`config.mk`:
```
export PLATFORM = sky130hd
export DESIGN_NAME = power_control_register
export DESIGN_NICKNAME = d
export VERILOG_FILES = /design/src/design/power_control_pkg.sv /design/src/design/power_control_register.sv
export SDC_FILE = /design/constraint.sdc
export NUM_CORES = 1
export LEC_CHECK = 0
export BUFFER_PORTS_ARGS = -buffer_cell sky130_fd_sc_hd__buf_4
export CAP_MARGIN = 0
export CORE_MARGIN = 2
export CORE_UTILIZATION = 40
export DETAILED_ROUTE_END_ITERATION = 10
export PLACE_DENSITY_LB_ADDON = 0.3
export SLEW_MARGIN = 30
export SYNTH_ARGS = -nofsm -noshare
export SYNTH_HDL_FRONTEND = slang
export SYNTH_SLANG_ARGS = --single-unit
```
`constraint.sdc`:
```
create_clock -name sys_clk_in -period 2.72 [get_ports sys_clk_in]
set_clock_uncertainty 0.1 [all_clocks]
set_input_delay 0.272 -clock sys_clk_in [delete_from_list [all_inputs] [get_ports sys_clk_in]]
set_output_delay 0.272 -clock sys_clk_in [all_outputs]
set_load 0.02 [all_outputs]
```
`src/design/power_control_pkg.sv`:
```
/*
  constants, register layout and state codes for the power control register.
  assumes an apb slave with 32-bit data and one clock domain.
*/
package power_control_pkg;

  // printed offset is a register index; the byte address is four times it
  localparam logic [7:0]  POWER_CONTROL_INDEX = 8'h87;
  localparam logic [11:0] POWER_CONTROL_ADDR  = 12'h21c;
  localparam logic [7:0]  POWER_CONTROL_RESET = 8'h00;

  localparam logic [1:0] PMOD_NORMAL     = 2'h0;
  localparam logic [1:0] PMOD_IDLE       = 2'h1;
  localparam logic [1:0] PMOD_POWER_DOWN = 2'h2;
  localparam logic [1:0] PMOD_TOTAL_DOWN = 2'h3;

  localparam int unsigned WAKE_XTAL_CLOCKS = 1024;
  localparam int unsigned WAKE_RC_CLOCKS   = 256;
  localparam int unsigned WAKE_CNT_W       = 11;

  typedef struct packed {
    logic       uart_rate_double;
    logic       framing_error_select;
    logic       brownout_power_down;
    logic       brownout_response_select;
    logic       user_flag_one;
    logic       user_flag_zero;
    logic [1:0] power_reduction_field;
  } power_control_t;

  typedef enum logic [3:0] {
    ST_RUN   = 4'b0001,
    ST_IDLE  = 4'b0010,
    ST_PDOWN = 4'b0100,
    ST_WAKE  = 4'b1000
  } power_state_t;

endpackage

```
`src/design/power_control_register.sv`:
```
/*
  power control register with apb access, uart rate and serial bit 7
  routing, brownout control, flash command gating and power mode sequencing.
  assumes timer, serial, flash and wake inputs are on sys_clk_in; only
  brownout_detect_in and rst_n_in come from outside and are synchronised.
*/
`timescale 1ns/1ps
module power_control_register #(
  parameter int unsigned ADDR_W = 12
) (
  input  wire logic              sys_clk_in,
  input  wire logic              rst_n_in,
  input  wire logic              psel_in,
  input  wire logic              penable_in,
  input  wire logic              pwrite_in,
  input  wire logic [ADDR_W-1:0] paddr_in,
  input  wire logic [31:0]       pwdata_in,
  input  wire logic [3:0]        pstrb_in,
  output logic [31:0]            prdata_out,
  output logic                   pready_out,
  output logic                   pslverr_out,
  input  wire logic              timer1_overflow_in,
  output logic                   uart_rate_tick_out,
  input  wire logic              serial_bit7_write_in,
  input  wire logic              serial_bit7_wdata_in,
  input  wire logic              framing_error_set_in,
  output logic                   serial_bit7_rdata_out,
  output logic                   serial_mode_bit_low_out,
  output logic                   framing_error_flag_out,
  input  wire logic              brownout_detect_in,
  output logic                   brownout_detect_enable_out,
  output logic                   brownout_irq_out,
  output logic                   brownout_reset_out,
  input  wire logic              flash_cmd_in,
  output logic                   flash_cmd_accept_out,
  output logic                   flash_cmd_abort_out,
  input  wire logic              wake_irq_in,
  input  wire logic              osc_is_crystal_in,
  output logic                   cpu_run_out,
  output logic                   idle_out,
  output logic                   osc_enable_out
);

  // register byte address needs ten bits
  if (ADDR_W < 10) begin : g_addr_w_check
    $error("ADDR_W too small for the register address");
  end

  localparam int unsigned WAKE_CNT_W_L = power_control_pkg::WAKE_CNT_W;
  localparam logic [WAKE_CNT_W_L-1:0] XTAL_LOAD =
    WAKE_CNT_W_L'(power_control_pkg::WAKE_XTAL_CLOCKS - 1);
  localparam logic [WAKE_CNT_W_L-1:0] RC_LOAD =
    WAKE_CNT_W_L'(power_control_pkg::WAKE_RC_CLOCKS - 1);

  logic                              rst_meta_q;
  logic                              rst_n;
  power_control_pkg::power_control_t power_control_q;
  power_control_pkg::power_state_t   state_q;
  logic [WAKE_CNT_W_L-1:0]           wake_cnt_q;
  logic                              half_q;
  logic                              bo_meta_q;
  logic                              bo_sync_q;
  logic                              bo_prev_q;
  logic                              bo_event;
  logic                              addr_hit;
  logic                              reg_write;
  logic                              pmod_clear;
  logic [31:0]                       prdata_q;
  logic                              sm0_q;
  logic                              fe_q;
  logic                              tick_q;
  logic                              bo_irq_q;
  logic                              bo_rst_q;
  logic                              accept_q;
  logic                              abort_q;

  // reset released through two flops so release is glitch free
  always_ff @(posedge sys_clk_in or negedge rst_n_in) begin
    if (!rst_n_in) begin
      rst_meta_q <= 1'b0;
      rst_n      <= 1'b0;
    end else begin
      rst_meta_q <= 1'b1;
      rst_n      <= rst_meta_q;
    end
  end

  // apb: zero wait states, unmapped address answers with an error
  assign addr_hit    = (paddr_in ==
                        ADDR_W'(power_control_pkg::POWER_CONTROL_ADDR));
  assign reg_write   = psel_in & penable_in & pwrite_in & addr_hit &
                       pstrb_in[0];
  assign pready_out  = 1'b1;
  assign pslverr_out = psel_in & penable_in & ~addr_hit;
  assign prdata_out  = prdata_q;

  always_ff @(posedge sys_clk_in or negedge rst_n) begin
    if (!rst_n) begin
      prdata_q <= 32'h0000_0000;
    end else if (psel_in & ~penable_in) begin
      prdata_q <= addr_hit ? {24'h00_0000, power_control_q} : 32'h0000_0000;
    end
  end

  // hardware clear of the mode field wins over a same-cycle write
  always_ff @(posedge sys_clk_in or negedge rst_n) begin
    if (!rst_n) begin
      power_control_q <= power_control_pkg::POWER_CONTROL_RESET;
    end else begin
      if (reg_write) begin
        power_control_q <= pwdata_in[7:0];
      end
      if (pmod_clear) begin
        power_control_q.power_reduction_field <= power_control_pkg::PMOD_NORMAL;
      end
    end
  end

  // the registered tick costs one cycle of latency on every passed tick, at both rates
  always_ff @(posedge sys_clk_in or negedge rst_n) begin
    if (!rst_n) begin
      half_q <= 1'b0;
      tick_q <= 1'b0;
    end else begin
      if (timer1_overflow_in) begin
        half_q <= ~half_q;
      end
      tick_q <= timer1_overflow_in &
                (power_control_q.uart_rate_double | half_q);
    end
  end
  assign uart_rate_tick_out = tick_q;

  // framing error set wins over a software clear
  always_ff @(posedge sys_clk_in or negedge rst_n) begin
    if (!rst_n) begin
      sm0_q <= 1'b0;
      fe_q  <= 1'b0;
    end else begin
      if (serial_bit7_write_in & ~power_control_q.framing_error_select) begin
        sm0_q <= serial_bit7_wdata_in;
      end
      if (framing_error_set_in) begin
        fe_q <= 1'b1;
      end else if (serial_bit7_write_in & power_control_q.framing_error_select) begin
        fe_q <= serial_bit7_wdata_in;
      end
    end
  end
  assign serial_mode_bit_low_out = sm0_q;
  assign framing_error_flag_out  = fe_q;
  assign serial_bit7_rdata_out   = power_control_q.framing_error_select ? fe_q
                                                               : sm0_q;

  // detector also off in total power down
  assign brownout_detect_enable_out = ~power_control_q.brownout_power_down &
    ~((state_q == power_control_pkg::ST_PDOWN) &
      (power_control_q.power_reduction_field ==
       power_control_pkg::PMOD_TOTAL_DOWN));

  always_ff @(posedge sys_clk_in or negedge rst_n) begin
    if (!rst_n) begin
      bo_meta_q <= 1'b0;
      bo_sync_q <= 1'b0;
      bo_prev_q <= 1'b0;
    end else begin
      bo_meta_q <= brownout_detect_in;
      bo_sync_q <= bo_meta_q;
      bo_prev_q <= bo_sync_q;
    end
  end
  assign bo_event = bo_sync_q & ~bo_prev_q & brownout_detect_enable_out;

  always_ff @(posedge sys_clk_in or negedge rst_n) begin
    if (!rst_n) begin
      bo_irq_q <= 1'b0;
      bo_rst_q <= 1'b0;
    end else begin
      bo_irq_q <= bo_event & power_control_q.brownout_response_select;
      bo_rst_q <= bo_event & ~power_control_q.brownout_response_select;
    end
  end
  assign brownout_irq_out   = bo_irq_q;
  assign brownout_reset_out = bo_rst_q;

  always_ff @(posedge sys_clk_in or negedge rst_n) begin
    if (!rst_n) begin
      accept_q <= 1'b0;
      abort_q  <= 1'b0;
    end else begin
      accept_q <= flash_cmd_in & ~power_control_q.brownout_power_down;
      abort_q  <= flash_cmd_in & power_control_q.brownout_power_down;
    end
  end
  assign flash_cmd_accept_out = accept_q;
  assign flash_cmd_abort_out  = abort_q;

  assign pmod_clear =
    ((state_q == power_control_pkg::ST_IDLE) & wake_irq_in) |
    ((state_q == power_control_pkg::ST_WAKE) &
     (wake_cnt_q == '0));

  always_ff @(posedge sys_clk_in or negedge rst_n) begin
    if (!rst_n) begin
      state_q    <= power_control_pkg::ST_RUN;
      wake_cnt_q <= '0;
    end else begin
      case (state_q)
        power_control_pkg::ST_RUN: begin
          if (power_control_q.power_reduction_field ==
              power_control_pkg::PMOD_IDLE) begin
            state_q <= power_control_pkg::ST_IDLE;
          end else if (power_control_q.power_reduction_field[1]) begin
            state_q <= power_control_pkg::ST_PDOWN;
          end
        end
        power_control_pkg::ST_IDLE: begin
          if (wake_irq_in) begin
            state_q <= power_control_pkg::ST_RUN;
          end
        end
        power_control_pkg::ST_PDOWN: begin
          if (wake_irq_in) begin
            state_q    <= power_control_pkg::ST_WAKE;
            wake_cnt_q <= osc_is_crystal_in ? XTAL_LOAD : RC_LOAD;
          end
        end
        power_control_pkg::ST_WAKE: begin
          if (wake_cnt_q == '0) begin
            state_q <= power_control_pkg::ST_RUN;
          end else begin
            wake_cnt_q <= wake_cnt_q - 1'b1;
          end
        end
        default: begin
          state_q <= power_control_pkg::ST_RUN;
        end
      endcase
    end
  end

  // peripherals keep their clock in idle; only the cpu stalls
  assign cpu_run_out    = (state_q == power_control_pkg::ST_RUN);
  assign idle_out       = (state_q == power_control_pkg::ST_IDLE);
  assign osc_enable_out = (state_q != power_control_pkg::ST_PDOWN);
endmodule

```
==> results of run 1 <==
-- layer usage --
layer | up-vias | wire length [microns] | track usage (%)
met5 | - | 0 | 0
met2 | 65 | 2079 | 24.26
met1 | 778 | 1760 | 17.64
met3 | 5 | 342 | 4.824
met4 | 0 | 41 | 4.286
li1 | 761 | - | -
-- stage by stage --
step | util, % | power (uW) | hold WS [ns] | setup WS, ns
finish | 51.80 | 1858 | 0.06129 | 0.2783
global route | 51.80 | 1991 | 0.04540 | 0.09100
CTS | 51.75 | 1884 | 0.05425 | 0.2553
detailed placement | 49.27 | 1384 | -0.04472 | 0.2815
global placement | 49.27 | 1372 | -0.04553 | 0.3211
floorplan | - | 1261 | -0.1236 | 0.5930
-- cell usage in the layout (no fill, tap or decap), types with 3 or more instances in the layout --
| cell type | count |
|---|---|
| nor2_1 | 8 |
| o21ai_0 | 4 |
| nor3_1 | 10 |
| and3_1 | 4 |
| a21oi_1 | 7 |
| nor4b_1 | 3 |
| inv_1 | 7 |
| a22o_1 | 9 |
| nor4_1 | 3 |
| o21ai_1 | 5 |
| buf_4 | 54 |
| nand2_1 | 4 |
| mux2_2 | 8 |
| or3_1 | 4 |
| mux2i_1 | 4 |
| dfrtp_1 | 42 |
| conb_1 | 26 |
| clkbuf_8 | 5 |
| a31oi_1 | 4 |
-- final timing paths --
path | startpoint | endpoint | slack (ns)
setup / recovery | wake_cnt_q[0] | wake_cnt_q[4] | 0.28
hold / removal | timer1_overflow_in | half_q | 0.06
setup reg to reg | wake_cnt_q[0] | wake_cnt_q[4] | 0.28
hold reg to reg | rst_n | wake_cnt_q[1] | 0.21
max in group asynchronous | rst_n | state_q[0] | 1.94
min in group asynchronous | rst_n_in | rst_n | 0.19
-- synth_stat cells (3+ instances only) --
master   instances
nor2_1           8
nor3_1          10
a22o_1           9
buf_4           25
o21ai_0          4
a21oi_1          7
and3_1           4
nor4_1           3
nor4b_1          3
mux2i_1          4
dfrtp_1         43
or3_1            4
inv_1            7
o21ai_1          5
a31oi_1          4
nand2_1          4
mux2_2           8
-- power groups by stage --
stage / clock network, uW / logic (uW) / registers, uW
2_1_floorplan: 0 / 398 / 864
3_3_place_gp: 0 / 492 / 879
3_5_place_dp: 0 / 498 / 885
4_1_cts: 508 / 504 / 872
5_1_grt: 538 / 560 / 893
6_report: 488 / 498 / 871
-- area by class of cell --
class                           instances  area [sq um]
Inverter                                8         32.53
Sequential cell                        44          1106
Timing Repair Buffer                   56         425.4
Clock inverter                          2         35.03
Tap cell                               70         87.58
Multi-Input combinational cell        135         903.4
Fill cell                             476          2477
Clock buffer                            6         72.57
-- flip-flops by register name, summed over array words and instances, names as in the netlist, 4 cells and up --
name and count:
power_control_q 8, prdata_out 8, state_q 4, wake_cnt_q 11
-- worst max-delay path: cells and delay by family (launching register included) --
kind / cells / cell delay, ns
buf+inv: 2 / 0.20
flops: 1 / 0.40
fa+ha+maj: 1 / 0.25
simple gates: 2 / 0.61
compound gates: 3 / 0.81
-- kinds of logic after synthesis --
family / share of synthesized area, %
AO/OA/AOI/OAI: 14.33
XOR/XNOR: 0.4078
adder cells (fa/ha/maj): 0.5823
buffers and inverters: 10.83
flip-flops: 51.31
multiplexers: 6.057
other: 0.3496
AND/OR/NAND/NOR: 16.13
==> results.py, run 1 <==
metrics = {
    "global_route": {
        "antenna_found_initial": 0,
        "grt_pass1_wl_microns": 6879,
        "grt_max_degree": 43,
        "gr-total-overflow": 0,
        "grt_usage_pct": 14.45,
        "grt_pass1_vias": 1509,
    },
    "sta": {
        "maxSlewHeadroom_pct": 60.15,
        "fmax_ghz": 0.4095,
        "finalMaxSlewViolations": 0,
        "rsz0062_at_grt": "no",
        "setup-violations-final": 0,
        "final-hold-violation-count": 0,
        "worst_slew_pin_slew_ns": 0.5941,
        "finalSetupTns_ns": 0,
        "finalCritPeriodShare_pct": 89.77,
        "min_period_ns": 2.442,
    },
    "placement": {
        "dp.cells": 311,
        "dpl.hpwl_microns": 3088,
        "gp_congestion": 0.7793,
        "io_buffers": 54,
        "post_dp_cell_area_sq_um": 2532,
    },
    "setup_path": {
        "crit_chain": "inv_1 > ha_1 > nor4b_2 > a31oi_4 > o32ai_4 > inv_4 > and4_1 > o21ai_1",
        "critical-path-max-stage-delay_ns": 0.49,
        "worstPathArrival_ns": 2.57,
        "r2r.worst_path.cells": 8,
        "path_class": "reg -> reg",
        "cp_max_fo": 9,
        "worst_ep_required_time_ns": 2.85,
        "worst_setup_path_start_kind": "register",
        "cp-end-kind": "register",
        "crit_slowest_cell": "o32ai_4",
    },
    "yosys": {
        "synth.avg_cell_area_sq_um": 11.25,
        "synth_area_sq_um": 2148,
        "synth_top_cell_by_area": "dfrtp_1",
        "synthArstFlopShare_pct": 100.0,
        "synth_top_area_share_pct": 50.09,
        "synth_enable_flop_cells": 0,
        "synth_area_leaders": "dfrtp_1 (50%), buf_4 (8.7%), mux2_2 (4.2%)",
        "ys.warnings.count": 0,
        "ys_seq_elements": 44,
        "yosysUniqueCellTypes": 49,
        "synth_seq_area_share_pct": 51.31,
        "ys.flop_type": "dfrtp_1",
        "syn_inst": 191,
    },
    "detailed_routing": {
        "via_per_inst": 5.012,
        "wl_per_cell_microns": 13.16,
        "first_pass_iters": 4,
        "drcViolationCount": 0,
        "routed-via-count": 1609,
        "ant_nets": 0,
        "drt_first_iter_violations": 80,
        "routed_wirelength_microns": 4224,
    },
    "clocking": {
        "cts_root_buf": "clkbuf_8",
        "cts_tree": "yes",
        "cts_made_buffers": 5,
        "clock_sinks": 44,
        "clock_latency_ns": 0.30,
        "htree_num_levels": 2,
        "cts_buffer_depth": 2,
        "cts_resized": 0,
        "postCtsHoldBufs": 2,
        "clkSlewWorstSetupHoldPaths_ns": 0.08,
        "postCtsSetupBuffers": 0,
    },
    "final_layout": {
        "drive_gt1_share_pct": 30.68,
        "stdcell_count": 321,
        "fin_area_sq_um": 2663,
        "antenna_cells": 0,
        "area_growth_pct": 23.94,
        "nNetsFinal": 312,
    },
    "pwr": {
        "p_sw_uw": 619.1,
        "p_sw_share_pct": 33.33,
        "p_seq_share_pct": 46.9,
        "p_comb_share_pct": 26.8,
        "peakVddDrop_uv": 368.1,
        "pwr-share-clk_pct": 26.3,
        "internal_power_uw": 1238,
        "p_per_area_nw_per_um2": 697.7,
        "p_leak_uw": 0.001302,
    },
    "floorplanning": {
        "row_count": 26,
        "dieArea_sq_um": 5973,
        "coreArea_sq_um": 5140,
        "io_pins": 107,
        "die_x_microns": 77.29,
        "start_util_pct": 41.80,
        "die-height_microns": 77.29,
    },
    "run_status": {
        "outcome": "complete, no violations",
    },
    "worst_hold_path": {
        "worstHoldPathCells": 2,
        "hp-class": "in -> reg",
    },
    "job": {
        "max_cap_viol_count": 0,
    },
}
No activity file was read; power rests on OpenSTA's default activity.
==> run 2: changes to the inputs <==
--- a/config.mk
+++ b/config.mk
@@ -8,7 +8,7 @@
 export BUFFER_PORTS_ARGS = -buffer_cell sky130_fd_sc_hd__buf_4
 export CAP_MARGIN = 0
 export CORE_MARGIN = 2
-export CORE_UTILIZATION = 40
+export CORE_UTILIZATION = 45
 export DETAILED_ROUTE_END_ITERATION = 10
 export PLACE_DENSITY_LB_ADDON = 0.3
 export SLEW_MARGIN = 30
==> run 2 against run 1 <==
Net effect: largest power group unchanged; routed wire length about the same; sequential power about the same; worst setup slack better by 0.12 ns; die area down 11%; first-iteration DRC count up 8.8%; global-route usage up 2.3 points; largest cell class unchanged; power down 0.82%; highest routed layer unchanged; sequential share of layout area up 0.20 points.
==> results.py, run 2 (synthesis gave the netlist of run 1 again) <==
metrics = {
    "run_status": {
        "outcome": "complete, no violations",
    },
    "floorplanning": {
        "die-height_microns": 73.10,
        "die_x_microns": 73.10,
        "row_count": 25,
        "coreArea_sq_um": 4661,
        "io_pins": 107,
        "dieArea_sq_um": 5343,
        "start_util_pct": 46.09,
    },
    "clocking": {
        "cts_made_buffers": 5,
        "clock_sinks": 44,
        "cts_buffer_depth": 2,
        "clkSlewWorstSetupHoldPaths_ns": 0.08,
        "cts_tree": "yes",
        "postCtsSetupBuffers": 0,
        "clock_latency_ns": 0.29,
        "htree_num_levels": 2,
        "cts_root_buf": "clkbuf_8",
    },
    "pwr": {
        "internal_power_uw": 1209,
        "p_sw_uw": 633.3,
        "peakVddDrop_uv": 319.9,
        "p_total_uw": 1842,
        "p_leak_uw": 0.001308,
        "p_sw_share_pct": 34.37,
        "p_per_area_nw_per_um2": 695.2,
        "p_comb_share_pct": 28.9,
        "pwr-share-clk_pct": 23.7,
        "p_seq_share_pct": 47.4,
    },
    "detailed_routing": {
        "ant_nets": 0,
        "routed_wirelength_microns": 4220,
        "first_pass_iters": 4,
        "drcViolationCount": 0,
        "via_per_inst": 5.309,
        "wl_per_cell_microns": 13.75,
        "drt_first_iter_violations": 87,
        "routed-via-count": 1630,
    },
    "sta": {
        "fmax_ghz": 0.4305,
        "whs_ns": 0.06550,
        "worst_slew_pin_slew_ns": 0.5792,
        "setup-violations-final": 0,
        "finalCritPeriodShare_pct": 85.41,
        "finalMaxSlewViolations": 0,
        "min_period_ns": 2.323,
        "final-hold-violation-count": 0,
        "maxSlewHeadroom_pct": 61.15,
        "rsz0062_at_grt": "no",
        "finalSetupTns_ns": 0,
    },
    "placement": {
        "gp_congestion": 0.8109,
        "dpl.hpwl_microns": 3117,
        "io_buffers": 54,
        "dp.cells": 297,
    },
    "global_route": {
        "grt_pass1_vias": 1470,
        "antenna_found_initial": 0,
        "grt_max_degree": 43,
        "gr-total-overflow": 0,
        "grt_pass1_wl_microns": 6817,
        "grt_usage_pct": 16.73,
    },
    "setup_path": {
        "crit_slowest_cell": "dfrtp_1",
        "worst_ep_required_time_ns": 2.84,
        "path_class": "reg -> reg",
        "r2r-start": "wake_cnt_q[0]",
        "crit_chain": "inv_1 > ha_1 > nor4b_2 > a31oi_4 > o32ai_4 > inv_4 > and4_1 > o21ai_1",
        "worst_setup_path_start_kind": "register",
        "r2r-end": "wake_cnt_q[4]",
        "cp-end-kind": "register",
        "cp_max_fo": 9,
        "r2r.worst_path.cells": 8,
        "critical-path-max-stage-delay_ns": 0.40,
        "regToRegSetupSlack_ns": 0.40,
        "worstPathArrival_ns": 2.44,
    },
    "final_layout": {
        "stdcell_count": 307,
        "area_growth_pct": 23.35,
        "nNetsFinal": 314,
        "antenna_cells": 0,
        "final_common_cell": "buf_4",
        "drive_gt1_share_pct": 31.23,
        "largest_reg_flops": 11,
        "top_register": "wake_cnt_q",
        "final_cell_mix": "buf_4 (56), dfrtp_1 (42), conb_1 (26)",
    },
    "job": {
        "max_cap_viol_count": 0,
    },
    "worst_hold_path": {
        "worstHoldPathCells": 2,
        "min_to": "half_q",
        "min-delay-start": "timer1_overflow_in",
        "hp-class": "in -> reg",
    },
}
==> run 2: area by class of cell <==
type | instances | area, sq um
clock buffers | 8 | 100.1
fillers | 405 | 2011
inverters | 8 | 32.53
multi-input cells | 135 | 903.4
flip-flops and latches | 44 | 1106
well taps | 54 | 67.56
repair buffers | 58 | 440.4
==> run 2: power by group through the flow <==
| stage | combinational, uW | sequential [uW] | clock, uW |
|---|---|---|---|
| CTS | 529 | 871 | 455 |
| global route | 595 | 892 | 486 |
| finish | 532 | 873 | 437 |
| floorplan | 398 | 864 | 0 |
| global placement | 508 | 878 | 0 |
| detailed placement | 524 | 882 | 0 |
==> run 2: critical path: cells and delay by family, from the launching register on <==
family / cells / cell delay [ns]
DFF: 1 / 0.40
AOI/OAI and AO/OA: 3 / 0.70
adders and majority gates: 1 / 0.26
and+or+nand+nor: 2 / 0.60
buffers and inverters: 2 / 0.19
==> run 2: routing by layer <==
layer  vias up  global-route usage, %  wire, microns
li1        775                      -              -
met2        70                  26.93           2028
met5         -                      0              0
met3         4                  3.591            348
met1       781                  21.91           1808
met4         0                  6.790             34
==> run 2: what timing repair did <==
action | 4_1_cts | 5_1_grt
hold buffers | 2 | 0
resized for setup | 0 | 0
hold endpoints to repair | 3 | 0
==> run 2: worst max path at each step <==
stage	cells after the start	slack (ns)	from	endpoint
after floorplan	8	0.59	wake_cnt_q[0]	wake_cnt_q[4]
after global placement	8	0.41	wake_cnt_q[0]	wake_cnt_q[4]
after detailed placement	8	0.44	wake_cnt_q[0]	wake_cnt_q[4]
after CTS	8	0.40	wake_cnt_q[0]	wake_cnt_q[4]
after global routing	8	0.22	wake_cnt_q[0]	wake_cnt_q[8]
final	8	0.40	wake_cnt_q[0]	wake_cnt_q[4]
==> run 2: metrics by stage <==
| step | util, % | setup slack, ns | instance area, sq um |
|---|---|---|---|
| 5_1_grt | 56.86 | 0.2220 | 2650 |
| 2_1_floorplan | - | 0.5930 | 2238 |
| 4_1_cts | 56.81 | 0.4014 | 2648 |
| 3_3_place_gp | 54.23 | 0.4074 | 2527 |
| 3_5_place_dp | 54.23 | 0.4413 | 2527 |
| 6_report | 56.86 | 0.3969 | 2650 |
